`src/pkg/qdp_defines.svh`:
```
/*
 constants of the quad wiper serial command unit: frame layout, instruction codes,
 sizes and reset values. assumes inclusion by bare name from the design files.
*/
`ifndef QDP_DEFINES_SVH
`define QDP_DEFINES_SVH

`define QDP_FRAME_BITS   5'h10
`define QDP_CNT_MAX      5'h1F
`define QDP_INSTR_MSB    15
`define QDP_INSTR_LSB    12
`define QDP_ADDR_MSB     11
`define QDP_ADDR_LSB     8
`define QDP_DATA_MSB     7
`define QDP_DATA_LSB     0
`define QDP_CODE_BITS    6
`define QDP_CHANNELS     4
`define QDP_NV_DEPTH     16
`define QDP_CH_LAST      4'h3
`define QDP_USER_FIRST   4'h5
`define QDP_CODE_MAX     8'h3F
`define QDP_ONE_STEP     8'h01
`define QDP_WIPER_RESET  6'h20
`define QDP_NV_RESET     8'h20
`define QDP_RESP_RESET   16'h0000
`define QDP_RX_RESET     16'h0000
`define QDP_CNT_RESET    5'h00
`define QDP_MIDSCALE     6'h20
`define QDP_FULL_SCALE   6'h3F
`define QDP_SYNC_RST     4'hA

`define QDP_I_NOP        4'h0
`define QDP_I_RESTORE    4'h1
`define QDP_I_STORE      4'h2
`define QDP_I_USTORE     4'h3
`define QDP_I_READ_MEM   4'h9
`define QDP_I_READ_WIPER 4'hA
`define QDP_I_WRITE      4'hB
`define QDP_I_SHL        4'hC
`define QDP_I_INC        4'hE

`endif

```
`src/pkg/qdp_pkg.sv`:
```
/*
 types shared by the quad wiper serial command unit.
 assumes nothing of its surroundings.
*/
package qdp_pkg;

	typedef enum logic [2:0] {
		QDP_ST_IDLE  = 3'b001,
		QDP_ST_FRAME = 3'b010,
		QDP_ST_EXEC  = 3'b100
	} qdp_state_t;

	typedef logic [5:0] qdp_code_t;

endpackage

```
`src/logic/qdp_command_unit.sv`:
```
/*
 serial command unit of a quad 64-step wiper device: frame receiver, command
 executor, wiper registers, nonvolatile store model and response shifter.
 assumes an spi mode 0 host whose sclk is at most clk_sys/8 and that waits
 four clk_sys cycles after cs_n falls before the first sclk rise.
*/
// Overview of operation
// - restore copies the channel's stored slot into its wiper register
// - left shift doubles the channel wiper code
// - left shift of midscale or above gives full scale, never overflow
// - user store to location five writes data into first spare byte
// - eleven spare user locations, five to fifteen, eight bits each
// - each frame shifts out the whole word received in the last executed frame, unless that frame was a read
// - read memory prepares the addressed stored byte for next frame
// - read response word is command byte then eight data bits
// - no-op after a read clocks data out and returns device to idle
// - wiper readback prepares the channel's current code for next frame
// - wiper readback word is command byte then current code
// - write wiper sets the channel code directly from data
// - each wiper register holds a six-bit code, sixty-four taps
// - increment raises the channel code by one step per frame
// - store copies the channel wiper code into its nonvolatile slot
// - wipers reload from stored slots at power-on, preset strobe, restore
`timescale 1ns/1ps

`include "qdp_defines.svh"

module qdp_command_unit
	import qdp_pkg::*;
(
	input  wire logic  clk_sys,
	input  wire logic  rst_n,
	input  wire logic  spi_sclk,
	input  wire logic  spi_cs_n,
	input  wire logic  serial_command_in,
	output logic       serial_response_out,
	output logic       serial_response_oe,
	input  wire logic  preset_reload_n,
	output qdp_code_t  wiper_setting_register_ch1,
	output qdp_code_t  wiper_setting_register_ch2,
	output qdp_code_t  wiper_setting_register_ch3,
	output qdp_code_t  wiper_setting_register_ch4,
	output logic       low_power_idle,
	output logic       cmd_done
);

	function automatic qdp_code_t sat_code(input logic [7:0] v);
		sat_code = (v > `QDP_CODE_MAX) ? qdp_code_t'(`QDP_CODE_MAX) : v[`QDP_CODE_BITS-1:0];
	endfunction

	logic [3:0]  pin_s;
	logic        sclk_d_r;
	logic        cs_d_r;
	logic        preset_d_r;
	qdp_state_t  state_r;
	logic [15:0] rx_r;
	logic [15:0] tx_r;
	logic [15:0] resp_r;
	logic [4:0]  bit_cnt_r;
	logic        reload_pend_r;
	qdp_code_t   wiper_r [`QDP_CHANNELS];
	logic [7:0]  nv_store_r [`QDP_NV_DEPTH];

	qdp_sync #(
		.WIDTH   (4),
		.RST_VAL (`QDP_SYNC_RST)
	) u_sync (
		.clk_sys  (clk_sys),
		.rst_n    (rst_n),
		.async_in ({preset_reload_n, serial_command_in, spi_cs_n, spi_sclk}),
		.sync_out (pin_s)
	);

	wire sclk_s      = pin_s[0];
	wire cs_s        = pin_s[1];
	wire cmd_in_s    = pin_s[2];
	wire preset_s    = pin_s[3];
	wire sclk_rise   = sclk_s & ~sclk_d_r;
	wire sclk_fall   = ~sclk_s & sclk_d_r;
	wire cs_fall     = ~cs_s & cs_d_r;
	wire cs_rise     = cs_s & ~cs_d_r;
	wire preset_fall = ~preset_s & preset_d_r;

	wire        exec  = (state_r == QDP_ST_EXEC);
	wire [3:0]  instr = rx_r[`QDP_INSTR_MSB:`QDP_INSTR_LSB];
	wire [3:0]  addr  = rx_r[`QDP_ADDR_MSB:`QDP_ADDR_LSB];
	wire [7:0]  data  = rx_r[`QDP_DATA_MSB:`QDP_DATA_LSB];
	wire        is_ch = (addr <= `QDP_CH_LAST);
	wire [1:0]  ch    = addr[1:0];
	wire        reload_now = reload_pend_r | preset_fall;

	// edge history of the synchronised pins
	always_ff @(posedge clk_sys) begin
		if (!rst_n) begin
			sclk_d_r   <= 1'b0;
			cs_d_r     <= 1'b1;
			preset_d_r <= 1'b1;
		end else begin
			sclk_d_r   <= sclk_s;
			cs_d_r     <= cs_s;
			preset_d_r <= preset_s;
		end
	end

	// frame sequencing
	always_ff @(posedge clk_sys) begin
		if (!rst_n) begin
			state_r <= QDP_ST_IDLE;
		end else begin
			unique case (state_r)
				QDP_ST_IDLE: begin
					if (cs_fall) begin
						state_r <= QDP_ST_FRAME;
					end
				end
				QDP_ST_FRAME: begin
					if (cs_rise) begin
						state_r <= (bit_cnt_r == `QDP_FRAME_BITS) ? QDP_ST_EXEC : QDP_ST_IDLE;
					end
				end
				QDP_ST_EXEC: begin
					state_r <= QDP_ST_IDLE;
				end
				default: begin
					state_r <= QDP_ST_IDLE;
				end
			endcase
		end
	end

	// receive shifter, msb first on sclk rise
	always_ff @(posedge clk_sys) begin
		if (!rst_n) begin
			rx_r      <= `QDP_RX_RESET;
			bit_cnt_r <= `QDP_CNT_RESET;
		end else if (cs_fall) begin
			bit_cnt_r <= `QDP_CNT_RESET;
		end else if (state_r == QDP_ST_FRAME && sclk_rise) begin
			rx_r <= {rx_r[14:0], cmd_in_s};
			if (bit_cnt_r != `QDP_CNT_MAX) begin
				bit_cnt_r <= bit_cnt_r + 5'h01;
			end
		end
	end

	// transmit shifter: loaded at frame start, advanced on sclk fall
	always_ff @(posedge clk_sys) begin
		if (!rst_n) begin
			tx_r <= `QDP_RESP_RESET;
		end else if (cs_fall) begin
			tx_r <= resp_r;
		end else if (state_r == QDP_ST_FRAME && sclk_fall) begin
			tx_r <= {tx_r[14:0], 1'b0};
		end
	end

	assign serial_response_out = tx_r[15];
	assign serial_response_oe  = (state_r == QDP_ST_FRAME);

	// word offered in the next frame
	always_ff @(posedge clk_sys) begin
		if (!rst_n) begin
			resp_r <= `QDP_RESP_RESET;
		end else if (exec) begin
			if (instr == `QDP_I_READ_MEM) begin
				resp_r <= {rx_r[15:8], nv_store_r[addr]};
			end else if (instr == `QDP_I_READ_WIPER) begin
				resp_r <= {rx_r[15:8], 2'b00, is_ch ? wiper_r[ch] : 6'h00};
			end else begin
				resp_r <= rx_r;
			end
		end
	end

	// power-on reload request, consumed one cycle after reset release
	always_ff @(posedge clk_sys) begin
		if (!rst_n) begin
			reload_pend_r <= 1'b1;
		end else begin
			reload_pend_r <= 1'b0;
		end
	end

	// wiper registers
	always_ff @(posedge clk_sys) begin
		if (!rst_n) begin
			for (int i = 0; i < `QDP_CHANNELS; i++) begin
				wiper_r[i] <= `QDP_WIPER_RESET;
			end
		end else if (reload_now) begin
			for (int i = 0; i < `QDP_CHANNELS; i++) begin
				wiper_r[i] <= nv_store_r[i][`QDP_CODE_BITS-1:0];
			end
		end else if (exec && is_ch) begin
			case (instr)
				`QDP_I_RESTORE: wiper_r[ch] <= nv_store_r[addr][`QDP_CODE_BITS-1:0];
				`QDP_I_WRITE:   wiper_r[ch] <= sat_code(data);
				`QDP_I_SHL:     wiper_r[ch] <= sat_code({1'b0, wiper_r[ch], 1'b0});
				`QDP_I_INC:     wiper_r[ch] <= sat_code({2'b00, wiper_r[ch]} + `QDP_ONE_STEP);
				default: ;
			endcase
		end
	end

	// nonvolatile store: channel slots 0-3, spare user bytes 5-15
	always_ff @(posedge clk_sys) begin
		if (!rst_n) begin
			for (int i = 0; i < `QDP_NV_DEPTH; i++) begin
				nv_store_r[i] <= `QDP_NV_RESET;
			end
		end else if (exec) begin
			if (instr == `QDP_I_STORE && is_ch) begin
				nv_store_r[addr] <= {2'b00, wiper_r[ch]};
			end else if (instr == `QDP_I_USTORE && addr >= `QDP_USER_FIRST) begin
				nv_store_r[addr] <= data;
			end
		end
	end

	// idle power state and completion strobe
	always_ff @(posedge clk_sys) begin
		if (!rst_n) begin
			low_power_idle <= 1'b1;
			cmd_done       <= 1'b0;
		end else begin
			cmd_done <= exec;
			if (exec) begin
				case (instr)
					`QDP_I_NOP:        low_power_idle <= 1'b1;
					`QDP_I_RESTORE,
					`QDP_I_READ_MEM,
					`QDP_I_READ_WIPER: low_power_idle <= 1'b0;
					default: ;
				endcase
			end
		end
	end

	assign wiper_setting_register_ch1 = wiper_r[0];
	assign wiper_setting_register_ch2 = wiper_r[1];
	assign wiper_setting_register_ch3 = wiper_r[2];
	assign wiper_setting_register_ch4 = wiper_r[3];

	qdp_code_t  wiper_sel;
	logic [7:0] nv_sel;
	logic       upd_ok;
	assign wiper_sel = wiper_r[ch];
	assign nv_sel    = nv_store_r[addr];
	assign upd_ok    = exec && is_ch && !reload_now;
endmodule

```
`src/logic/qdp_sync.sv`:
```
/*
 two flip-flop synchroniser for a bundle of pin inputs.
 assumes the pins are asynchronous to clk_sys; only sync_out may be read.
*/
`timescale 1ns/1ps

module qdp_sync #(
	parameter int               WIDTH   = 4,
	parameter logic [WIDTH-1:0] RST_VAL = '0
) (
	input  wire logic             clk_sys,
	input  wire logic             rst_n,
	input  wire logic [WIDTH-1:0] async_in,
	output logic      [WIDTH-1:0] sync_out
);

	logic [WIDTH-1:0] meta_r;

	always_ff @(posedge clk_sys) begin
		if (!rst_n) begin
			meta_r   <= RST_VAL;
			sync_out <= RST_VAL;
		end else begin
			meta_r   <= async_in;
			sync_out <= meta_r;
		end
	end

endmodule

```
`config.mk`:
```
export PLATFORM = sky130hd
export DESIGN_NAME = qdp_command_unit
export DESIGN_NICKNAME = d
export VERILOG_FILES = /design/src/pkg/qdp_pkg.sv /design/src/logic/qdp_command_unit.sv /design/src/logic/qdp_sync.sv
export VERILOG_INCLUDE_DIRS = /design/src /design/src/pkg
export SDC_FILE = /design/constraint.sdc
export NUM_CORES = 1
export LEC_CHECK = 0
export BUFFER_PORTS_ARGS = -buffer_cell sky130_fd_sc_hd__buf_2
export CAP_MARGIN = 10
export CORE_ASPECT_RATIO = 0.7
export CORE_UTILIZATION = 30
export CTS_CLUSTER_SIZE = 14
export DETAILED_ROUTE_END_ITERATION = 6
export PLACE_DENSITY = 0.54
export SKIP_LAST_GASP = 1
export SLEW_MARGIN = 15
export SYNTH_ARGS = -nofsm -noshare
export SYNTH_HDL_FRONTEND = slang
export SYNTH_SLANG_ARGS = --single-unit
```
`constraint.sdc`:
```
create_clock -name clk_sys -period 4.22 [get_ports clk_sys]
set_clock_uncertainty 0.05 [all_clocks]
set_input_delay 0.844 -clock clk_sys [delete_from_list [all_inputs] [get_ports clk_sys]]
set_output_delay 0.844 -clock clk_sys [all_outputs]
set_load 0.05 [all_outputs]
```
* Word level (Yosys, flattened, before mapping)
Memory sizes are Yosys's and may differ from the RTL's. A register that Yosys moved wholly into a read port is not among the register bits.
Cells that the tools add are included.
** Cells by class
- $add $sub $neg :: 2
- Multiply operators :: 0
- Divide/modulo/power cells :: 0
- $lt $le $gt $ge :: 5
- Equal/unequal tests :: 15
- Shifts and indexed selects :: 0
- Mux-type cells :: 64
- Bitwise operators :: 21
- Reduce and logical (&&, ||, !) cells :: 16
** Operator list (number)
- 6-bit 2-to-1 mux :: 12
- 1-bit 2-to-1 mux :: 35
- 16-bit 2-to-1 mux :: 2
- 8-bit 2-to-1 mux :: 4
- 4-bit equality test, second input constant :: 5
- 7-bit by 6-bit > comparator with 1-bit output, second input constant :: 2
- 4-bit 2-to-1 mux :: 3
- 3-bit 2-to-1 mux :: 3
- 1-bit OR :: 9
- 4-bit by 2-bit equality test with 1-bit output, second input constant :: 2
- 8-bit by 6-bit > comparator with 1-bit output, second input constant :: 1
- 2-bit AND reduction :: 4
- 8-bit OR reduction :: 1
- 6-bit by 1-bit adder with 7-bit output, second input constant :: 1
- 1-bit NOT :: 7
- 2-bit 2-to-1 mux :: 3
- 3-bit one-hot mux with 2 select lines :: 1
- 6-bit OR reduction :: 1
- 5-bit by 1-bit adder with 5-bit output, second input constant :: 1
- 1-bit bitwise AND :: 5
- 5-bit equality test, second input constant :: 1
- 1-bit logical AND :: 5
- 5-bit inequality test, second input constant :: 1
- 4-bit by 1-bit equality test with 1-bit output, second input constant :: 1
- 12 further kinds :: 13
** Word-level totals
- Register bits :: 70
- Latch bits :: 0
- Bits in writable memories :: 152
- Memory bits (read-only) :: 0
- Input port bits :: 6
- Output and inout port bits :: 28
- Word-level logic and storage cells :: 138
- Memories :: 2
** Memories
- nv_store_r :: words 16, bits a word 8, rd ports 5, clocked after memory_dff 1, write ports 16, RTL line qdp_command_unit.sv:62 : logic [7:0] nv_store_r [`QDP_NV_DEPTH];
- wiper_r :: words 4, bits a word 6, rd ports 5, clocked after memory_dff 1, write ports 4, RTL line qdp_command_unit.sv:61 : qdp_code_t wiper_r [`QDP_CHANNELS];

* Depth between registers and ports, before layout
Gate-level depths: netlist of the first run.
- Depth in word-level cells :: 11
- Gate-level depth with buffers :: 9
- Depth with buffers taken out :: 7

* By module
From an unflattened synthesis of the first run, not the netlist that was laid out.
** Second synthesis, totals
- Cell total of the unflattened synthesis :: 832
- Area, all modules :: 10166.0 sq um
** By module, submodules not included
- qdp_command_unit :: instances 1, cells each 816, area an instance 9955.8 sq um, sequential area each 5885.6 sq um
- qdp_sync :: instances 1, cells each 16, area an instance 210.2 sq um, sequential area each 160.2 sq um

* Worst setup path after synthesis of the first run
OpenSTA, ideal clock, no wires.
- Kind :: flip-flop to flip-flop
- Start point :: memory wiper_r[3][0] (netlist bit)
- End point :: memory wiper_r[0][4] (netlist bit), data pin
- Setup time :: 0.171 ns
- Data arrival time :: 2.576 ns
- Required time :: 3.999 ns
- Slack :: 1.423 ns
- Stages on the path, launching flop included :: 9
- Path buffers :: 1
- Period minus slack after synthesis :: 2.797 ns
- Path through :: edfxtp_1 mux4_2 buf_2 ha_1 nand4b_1 nor4b_1 a2111o_1 o311ai_2 o31ai_1
** RTL lines (RTL line)
- from (decl) :: qdp_command_unit.sv:61

==> results of run 1 <==
-- kinds of logic (layout without fill, tap and decap cells) --
family | after synthesis | in the layout | synth area share
other | 2 | 16 | 0.000733
flip-flops | 226 | 226 | 0.590
multiplexers | 71 | 71 | 0.120
AND/OR/NAND/NOR | 373 | 373 | 0.163
buffers and inverters | 69 | 106 | 0.0286
AO/OA/AOI/OAI | 117 | 117 | 0.0851
XOR/XNOR | 8 | 8 | 0.00684
adder cells (fa/ha/maj) | 5 | 5 | 0.00610
-- flip-flops by register name, summed over array words and instances (netlist names), named ones only --
name and count:
resp_r 16, reload_pend_r 1, preset_d_r 1, cmd_done 1, u_sync.meta_r 4, u_sync.sync_out 4
rx_r 16, state_r 3, bit_cnt_r 5, nv_store_r 128, wiper_r 24, tx_r 16
sclk_d_r 1, low_power_idle 1, cs_d_r 1
-- where the power goes --
part	switching, mW	internal (mW)	total, mW
Sequential	0.0478	2.46	2.51
Clock	0.863	1.30	2.17
Combinational	0.226	0.0872	0.314
Total	1.14	3.85	4.99
-- routing by layer --
layer  part of all wire  routed length (µm)
met4              0.016                 419
met5                  0                   0
met3              0.075                2030
met1               0.52               14000
met2               0.39               10600
-- placed cells by master, fill, tap and decap left out, drive strengths merged, types with 12 or more instances in the layout --
cell type / count
nand2b: 12
nor2b: 13
nand3: 24
nor2: 172
clkbuf: 24
buf: 53
edfxtp: 152
dfxtp: 74
o21ai: 23
a21oi: 22
mux4: 41
a311oi: 15
nand2: 107
conb: 16
mux2i: 28
-- final timing paths --
| path | slack (ns) | cells past startpoint | to |
|---|---|---|---|
| max | 0.81 | 7 | wiper_r[1][4] |
| max reg2reg | 0.81 | 7 | wiper_r[1][4] |
| min | 0.36 | 1 | u_sync.sync_out[1] |
| min reg2reg | 0.36 | 1 | u_sync.sync_out[1] |
-- through the flow --
stage	hold WS [ns]	std cells
after floorplan	0.336	885
after global placement	0.349	1316
after detailed placement	0.346	1316
after CTS	0.361	1357
after global routing	0.387	1357
final	0.359	1357
-- cell type report --
cell class                 count  share of cell area
tap                          435              0.0464
clock buffer                  24              0.0494
multi-input combinational    590               0.338
inverter                      12             0.00384
sequential                   226               0.516
clock inverter                17              0.0182
timing repair buffer          53              0.0280
==> summary.md, run 1 <==
| Metric | Value |
|---|---|
| Cell type group with the largest total delay on the critical path | `compound AO/OA/AOI/OAI gates` |
| Worst-path clk slew | `around 0.06 ns` |
| Startpoint-to-endpoint class of the critical path | `reg -> reg` |
| GRT Max-Usage Layer | `met1` |
| Number of instances in the synthesized netlist | `~870` |
| Largest net degree at the start of global routing | `50` |
| Instance area after placement | `between 0.01 and 0.015 mm²` |
| Area growth, synth to finish | `14.4%` |
| Post-synthesis area per instance | `approximately 12 µm²` |
| Most numerous cell in the Yosys netlist | `sky130_fd_sc_hd__nor2_1` |
| Remaining design rule violation count | `0` |
| Type of element launching the critical path | `flop` |
| Maximum VDD drop | `roughly 230 µV` |
| Async set-or-reset flop fraction in the synthesized netlist | `0` |
| Min-Delay Path Class | `reg -> reg` |
| Origin of the worst min-delay path | `u_sync.meta_r[1]` |
| Global routing usage on met3 | `0.0314` |
| Drt initial violations | `713` |
| Number of global-route vias before repair | `between 6,000 and 7,000` |
| Status | `finished clean` |
| Resized cells post-CTS | `0` |
| Core area | `about 0.034 mm²` |
| Worst relative slew slack | `0.229` |
| Ratio of cells with drive above 1 in the final layout | `0.163` |
| Worst EP required | `between 4 and 5 ns` |
| Total of max-cap violations | `0` |
| Cell with the largest stage delay on the worst path | `sky130_fd_sc_hd__mux4_2` |
| Placer's final routability congestion estimate | `between 0.8 and 0.9` |
| CTS sink cnt | `226` |
| Cell-by-cell trace of the critical path | `mux4_2, ha_1, nand4b_1, nor4b_1, a2111o_1, o311ai_2, o31ai_1` |
| CTS H-tree lvls | `1` |
| Worst path buffer plus inverter count | `0` |
| End-of-flow core utilization | `0.349` |
| Average routed wire per standard cell | `~20 µm` |
| Leading area contributor after synthesis | `sky130_fd_sc_hd__edfxtp_1` |
| Arrival time worst endpoint | `~3.7 ns` |
| PwrDens | `approximately 430 mW/mm²` |
| Total global routing track utilization | `0.156` |
| Diode count | `0` |
| Root buffer selected by CTS | `sky130_fd_sc_hd__clkbuf_16` |
| Period utilization | `0.809` |
| Fill cell total of the finished layout | `between 3,000 and 4,000` |
| Hold Fails Final Rpt | `0` |
| Width of the die | `roughly 220 µm` |
| Initial standard-cell utilization of the core | `0.305` |
| Full die area | `roughly 0.035 mm²` |
| Predominant post-synthesis flop cell | `sky130_fd_sc_hd__edfxtp_1` |
| Remaining global-route overflow | `0` |
| RSZ-0062 raised after global routing | `false` |
| Mapped Area | `slightly above 0.01 mm²` |
| Achievable frequency | `293 MHz` |
| Total number of vias | `roughly 7,100` |
| Post-synth EDFFs | `~150` |
| Sum of negative setup slack | `0 ns` |
| Cell Rows | `56` |
| Detailed-route wire length | `roughly 27 mm` |
| Cts bufs inserted | `23` |
| Endpoint type of the worst setup path | `flop` |
| Critical Path Fanout Max | `13` |
| Met2 usage | `0.210` |
| Seq/Total Area, Yosys | `0.590` |
| Leading post-synthesis cells by cell area | `sky130_fd_sc_hd__edfxtp_1, sky130_fd_sc_hd__dfxtp_1, sky130_fd_sc_hd__mux4_2, sky130_fd_sc_hd__nor2_1, sky130_fd_sc_hd__nand2_1` |
| Count of hold buffers inserted by post-cts repair | `0` |
| Top-Level Pins | `34` |
| Clock insertion delay at the later pin of the skew report | `between 0.5 and 0.6 ns` |
| Setup slack at placement | `about 0.9 ns` |
| Synthesis-stage register bit count | `226` |
| Final min period | `3.41 ns` |
| Transition time of the tightest slew-check pin | `roughly 1.2 ns` |
| M1 GR Usage | `0.251` |
| Final Worst Setup Slack | `slightly above 0.8 ns` |
| Multi-input logic area | `slightly below 0.004 mm²` |
| Maximum count of clock buffers along a single path | `3` |
| Flip-flop and latch area | `0.00605 mm²` |
| Total count of max-transition violations in the final report | `0` |
| Final Power | `around 5 mW` |
| Final design area excluding fillers | `about 0.012 mm²` |
| Number of antenna violations at the first check in global routing | `0` |
| First-pass GRT wire length | `approximately 42 mm` |
| Via count normalized by instance count | `roughly 5.2` |
| Antenna Nets Post-Route | `0` |
| Peak per-stage delay on the critical path | `approximately 0.7 ns` |
| Port Buffers | `33` |
| DRT Pass-1 Iters | `7` |
| CTS tree | `built` |
| Final setup fails | `0` |
| Yosys warns | `0` |
| Post-detail-place hpwl | `approximately 19 mm` |
| Number of unique standard cell types used by synthesis | `a little over 70` |
| Vertical die dimension | `around 160 µm` |
| Synth top area share | `0.445` |
| Most frequent cells after synthesis | `sky130_fd_sc_hd__nor2_1, sky130_fd_sc_hd__edfxtp_1, sky130_fd_sc_hd__nand2_1` |
| Number of buffers added for setup after CTS | `0` |
| Post-layout net count | `a little over 900` |
| Leak pwr | `roughly 4 nW` |
Power figures use the tool's default switching activity.
==> run 2: changes to the inputs <==
==> constraint.sdc (replaced) <==
create_clock -name clk_sys -period 3.5 [get_ports clk_sys]
set_clock_uncertainty 0.05 [all_clocks]
set_input_delay 0.7 -clock clk_sys [delete_from_list [all_inputs] [get_ports clk_sys]]
set_output_delay 0.7 -clock clk_sys [all_outputs]
set_load 0.05 [all_outputs]
==> summary.md, run 2 (synthesis results as in run 1) <==
| Metric | Value |
|---|---|
| Fill cell total of the finished layout | `around 3,300` |
| Post-layout net count | `roughly 930` |
| Resized cells post-CTS | `0` |
| Port Buffers | `33` |
| Arrival time worst endpoint | `around 3.4 ns` |
| M1 GR Usage | `0.255` |
| Critical R2R Capture | `wiper_r[0][4]` |
| Final setup fails | `0` |
| Largest Register | `nv_store_r` |
| Area growth, synth to finish | `14.8%` |
| PwrDens | `497 mW/mm²` |
| Multi-input logic area | `0.00397 mm²` |
| Achievable frequency | `317 MHz` |
| Drt initial violations | `just under 800` |
| Endpoint type of the worst setup path | `flop` |
| Final min period | `3.16 ns` |
| Worst setup slack for register-to-register paths | `between 0.3 and 0.4 ns` |
| Clock insertion delay at the later pin of the skew report | `0.52 ns` |
| Most common cell after layout, fill and taps aside | `sky130_fd_sc_hd__nor2_1` |
| Antenna Nets Post-Route | `0` |
| Total global routing track utilization | `0.156` |
| CTS tree | `built` |
| Number of antenna violations at the first check in global routing | `0` |
| Total of max-cap violations | `0` |
| DRT Pass-1 Iters | `5` |
| Maximum VDD drop | `382 µV` |
| Initial standard-cell utilization of the core | `0.305` |
| Core area | `roughly 0.034 mm²` |
| Full die area | `~0.035 mm²` |
| Diode count | `0` |
| Most used cells in the layout excluding fill and tap cells | `sky130_fd_sc_hd__nor2_1, sky130_fd_sc_hd__edfxtp_1, sky130_fd_sc_hd__nand2_1` |
| GRT Max-Usage Layer | `met1` |
| Worst-path clk slew | `about 0.060 ns` |
| Transition time of the tightest slew-check pin | `1.06 ns` |
| Regs by FF count | `nv_store_r: 128 flops, wiper_r: 24 flops` |
| Worst relative slew slack | `0.291` |
| Cts bufs inserted | `23` |
| CTS sink cnt | `~230` |
| Number of buffers added for setup after CTS | `0` |
| Top-Level Pins | `34` |
| Hold Fails Final Rpt | `0` |
| Placer's final routability congestion estimate | `around 0.85` |
| Root buffer selected by CTS | `sky130_fd_sc_hd__clkbuf_16` |
| Leak pwr | `roughly 4 nW` |
| Type of element launching the critical path | `flop` |
| Worst EP required | `between 3 and 4 ns` |
| Worst hold slack after final layout | `0.320 ns` |
| Depth of the worst register-to-register path | `7` |
| CTS H-tree lvls | `1` |
| Global routing usage on met3 | `0.0304` |
| Startpoint-to-endpoint class of the critical path | `reg -> reg` |
| Critical Path Fanout Max | `10` |
| Remaining design rule violation count | `0` |
| Min-Delay Path Class | `in -> reg` |
| Number of instances on the worst hold path | `2` |
| Remaining global-route overflow | `0` |
| Origin of the worst min-delay path | `spi_cs_n` |
| Status | `finished clean` |
| Sum of negative setup slack | `0 ns` |
| Detailed-route wire length | `27.0 mm` |
| Total count of max-transition violations in the final report | `0` |
| First-pass GRT wire length | `41.3 mm` |
| Via count normalized by instance count | `approximately 5.2` |
| RSZ-0062 raised after global routing | `false` |
| Number of flip-flops in the largest register | `roughly 130` |
| Number of global-route vias before repair | `roughly 6,500` |
| Count of hold buffers inserted by post-cts repair | `0` |
| Cell Rows | `56` |
| Flip-flop and latch area | `between 0.006 and 0.007 mm²` |
| Endpoint of the worst hold path | `u_sync.meta_r[1]` |
| Met2 usage | `0.206` |
| Width of the die | `223 µm` |
| Vertical die dimension | `between 150 and 200 µm` |
| Post-detail-place hpwl | `~19 mm` |
| Total number of vias | `7,111` |
| Largest net degree at the start of global routing | `50` |
| Ratio of cells with drive above 1 in the final layout | `0.170` |
| Maximum count of clock buffers along a single path | `3` |
| Period utilization | `0.902` |
| Average routed wire per standard cell | `19.7 µm` |
==> run 2: changes by cell type in the layout (fill, tap and decap cells not counted), sizes merged <==
| cell | before | now |
|---|---|---|
| clkinv | 10 | 7 |
| bufinv | 5 | 3 |
| clkinvlp | 3 | 4 |
| inv | 11 | 10 |
| clkbuf | 24 | 28 |
| buf | 53 | 67 |
==> run 2: stage by stage <==
step / cell area, µm² / std cells / power (mW) / worst slack, ns / utilization
4_1_cts: 11800 / 1370 / 5.89 / 0.353 / 0.351
2_1_floorplan: 10300 / 885 / 3.31 / 0.703 / -
5_1_grt: 11800 / 1370 / 6.04 / 0.144 / 0.351
3_5_place_dp: 11000 / 1330 / 3.45 / 0.422 / 0.329
6_report: 11800 / 1370 / 5.85 / 0.342 / 0.351
3_3_place_gp: 11000 / 1330 / 3.45 / 0.533 / 0.329
==> run 2: per-layer routing <==
metal  routed length [µm]  part of all wire
met2                10500              0.39
met3                 1790             0.066
met1                14300              0.53
met5                    0                 0
met4                  442             0.016
==> run 2: layout make-up <==
class / instances / share of cell area
clock inverters: 12 / 0.0115
multi-input cells: 590 / 0.337
inverters: 12 / 0.00383
well taps: 435 / 0.0463
repair buffers: 67 / 0.0368
clock buffers: 28 / 0.0505
flip-flops and latches: 226 / 0.514
==> run 2: worst max-delay path by stage <==
stage | slack [ns] | cells past startpoint | to
after floorplan | 0.70 | 8 | wiper_r[0][4]
after global placement | 0.53 | 7 | nv_store_r[6][4]
after detailed placement | 0.42 | 7 | wiper_r[0][4]
after CTS | 0.35 | 7 | wiper_r[0][4]
after global routing | 0.14 | 7 | wiper_r[0][4]
final | 0.34 | 7 | wiper_r[0][4]
==> run 2: report_power, final <==
| group | switching, mW | internal, mW |
|---|---|---|
| registers | 0.0535 | 2.97 |
| clock network | 1.03 | 1.42 |
| logic | 0.271 | 0.107 |
| total | 1.36 | 4.50 |
==> run 2: critical path, stage by stage (launching register included) <==
cell	delay, ns
sky130_fd_sc_hd__dfxtp_2	0.54
sky130_fd_sc_hd__mux4_2	0.70
sky130_fd_sc_hd__ha_1	0.29
sky130_fd_sc_hd__nand4b_1	0.23
sky130_fd_sc_hd__nor4b_1	0.34
sky130_fd_sc_hd__a2111o_1	0.21
sky130_fd_sc_hd__o311ai_2	0.24
sky130_fd_sc_hd__o31ai_1	0.36
==> run 3: changes to the inputs <==
==> constraint.sdc (replaced) <==
create_clock -name clk_sys -period 3.5 [get_ports clk_sys]
set_clock_uncertainty 0.05 [all_clocks]
set_input_delay 0.35 -clock clk_sys [delete_from_list [all_inputs] [get_ports clk_sys]]
set_output_delay 0.35 -clock clk_sys [all_outputs]
set_load 0.05 [all_outputs]
==> summary.md, run 3 (synthesis results as in run 1) <==
| Metric | Value |
|---|---|
| Regs by FF count | `nv_store_r: 128 flops, wiper_r: 24 flops` |
| Number of flip-flops in the largest register | `about 130` |
| Power share of the clock group | `0.422` |
| Worst EP required | `between 3 and 4 ns` |
| Most used cells in the layout excluding fill and tap cells | `sky130_fd_sc_hd__nor2_1, sky130_fd_sc_hd__edfxtp_1, sky130_fd_sc_hd__nand2_1` |
| Detailed-route wire length | `~27 mm` |
| Internal power consumption | `approximately 4.5 mW` |
| Leak pwr | `4.04 nW` |
| Placer's final routability congestion estimate | `between 0.9 and 1` |
| Switching power | `approximately 1.4 mW` |
| Sum of negative setup slack | `0 ns` |
| Worst setup slack for register-to-register paths | `approximately 0.35 ns` |
| CTS sink cnt | `approximately 230` |
| Ratio of cells with drive above 1 in the final layout | `0.169` |
| Total of max-cap violations | `0` |
| Arrival time worst endpoint | `approximately 3.4 ns` |
| Fill cell total of the finished layout | `between 3,000 and 4,000` |
| Vertical die dimension | `around 160 µm` |
| Cts bufs inserted | `24` |
| Number of global-route vias before repair | `between 6,000 and 7,000` |
| Remaining global-route overflow | `0` |
| Clock insertion delay at the later pin of the skew report | `0.52 ns` |
| Area growth, synth to finish | `15.2%` |
| Post-layout net count | `933` |
| Final Power | `roughly 5.9 mW` |
| Total global routing track utilization | `0.157` |
| Via count normalized by instance count | `between 5 and 6` |
| Largest Register | `nv_store_r` |
| Most common cell after layout, fill and taps aside | `sky130_fd_sc_hd__nor2_1` |
| Hold Fails Final Rpt | `0` |
| Transition time of the tightest slew-check pin | `between 0.9 and 1 ns` |
| CTS tree | `built` |
| Root buffer selected by CTS | `sky130_fd_sc_hd__clkbuf_16` |
| Total number of vias | `roughly 7,000` |
| Min-Delay Path Class | `in -> reg` |
| Sw Ratio | `0.233` |
| Status | `finished clean` |
| Drt initial violations | `between 700 and 800` |
| First-pass GRT wire length | `~42 mm` |
| DRT Pass-1 Iters | `5` |
| RSZ-0062 raised after global routing | `false` |
| Period utilization | `0.901` |
| Number of antenna violations at the first check in global routing | `0` |
| Average routed wire per standard cell | `19.9 µm` |
| Full die area | `about 0.035 mm²` |
| Flip-flop and latch area | `around 0.0060 mm²` |
| Diode count | `0` |
| Achievable frequency | `roughly 320 MHz` |
| Width of the die | `approximately 220 µm` |
| PwrDens | `499 mW/mm²` |
| Proportion of power drawn by flip-flops and latches | `0.513` |
| Cell Rows | `56` |
| Peak per-stage delay on the critical path | `approximately 0.7 ns` |
| Final min period | `around 3.2 ns` |
| Total count of max-transition violations in the final report | `0` |
| Initial standard-cell utilization of the core | `0.305` |
| Cell-by-cell trace of the critical path | `mux4_2, ha_1, nand4b_1, nor4b_1, a2111o_1, o311ai_2, o31ai_1` |
| Antenna Nets Post-Route | `0` |
| Maximum VDD drop | `between 200 and 250 µV` |
| Top-Level Pins | `34` |
| Combinational fraction of design power | `0.065` |
| Core area | `between 0.03 and 0.04 mm²` |
| CTS H-tree lvls | `1` |
| Port Buffers | `33` |
| Multi-input logic area | `0.00397 mm²` |
| Post-detail-place hpwl | `~19 mm` |
| Endpoint type of the worst setup path | `flop` |
| Startpoint-to-endpoint class of the critical path | `reg -> reg` |
| End-of-flow core utilization | `0.352` |
| Final setup fails | `0` |
| Largest net degree at the start of global routing | `50` |
| Worst relative slew slack | `0.360` |
| Cell with the largest stage delay on the worst path | `sky130_fd_sc_hd__mux4_2` |
| Critical Path Fanout Max | `10` |
| Type of element launching the critical path | `flop` |
| Maximum count of clock buffers along a single path | `3` |
| Remaining design rule violation count | `0` |
| Worst-path clk slew | `0.06 ns` |
[run 3: per-layer routing]
| metal | wire (µm) | GRT usage | share of wire | vias up |
|---|---|---|---|---|
| met4 | 411 | 0.0282 | 0.015 | 0 |
| met3 | 1970 | 0.0321 | 0.072 | 35 |
| met5 | 0 | 0 | 0 | - |
| met1 | 14200 | 0.253 | 0.52 | 3560 |
| li1 | - | - | - | 3293 |
| met2 | 10800 | 0.210 | 0.39 | 266 |
[run 3: worst max-delay path: cells and delay by family (launching register included)]
family	cells	cell delay [ns]
AO/OA/AOI/OAI	3	0.79
multiplexers	1	0.69
AND/OR/NAND/NOR	2	0.61
flip-flops	1	0.53
adder cells (fa/ha/maj)	1	0.28
[run 3: worst paths after layout]
path                          start                 end  cells after the start
setup / recovery               flop       wiper_r[1][4]                      7
hold / removal    serial_command_in    u_sync.meta_r[2]                      2
setup reg to reg               flop       wiper_r[1][4]                      7
hold reg to reg    u_sync.meta_r[1]  u_sync.sync_out[1]                      1
[run 3: what timing repair did]
item,in CTS,in global routing
setup buffers,0,0
resized for setup,0,0
hold buffers,3,0
endpoints found under the hold margin,3,0
[run 3: cell type report]
class | instances | area share
clock buffer | 30 | 0.0546
tap | 435 | 0.0461
inverter | 12 | 0.00381
clock inverter | 13 | 0.00985
sequential | 226 | 0.512
multi-input combinational | 590 | 0.336
timing repair buffer | 68 | 0.0379
[run 3: power groups by stage]
stage          Sequential [mW]  Combinational [mW]  Clock (mW)
3_3_place_gp              3.08               0.377           0
5_1_grt                   3.03               0.408        2.63
4_1_cts                   3.02               0.383        2.54
6_report                  3.02               0.383        2.49
3_5_place_dp              3.08               0.379           0
2_1_floorplan             3.12               0.190           0
[run 3: stage by stage]
| step | hold slack, ns | cell area [µm²] | setup slack, ns | cells |
|---|---|---|---|---|
| 2_1_floorplan | 0.336 | 10300 | 0.703 | 885 |
| 3_3_place_gp | 0.347 | 11000 | 0.562 | 1328 |
| 3_5_place_dp | 0.347 | 11000 | 0.443 | 1328 |
| 4_1_cts | 0.00929 | 11800 | 0.417 | 1374 |
| 5_1_grt | 0.0179 | 11800 | 0.184 | 1374 |
| 6_report | 0.0225 | 11800 | 0.346 | 1374 |
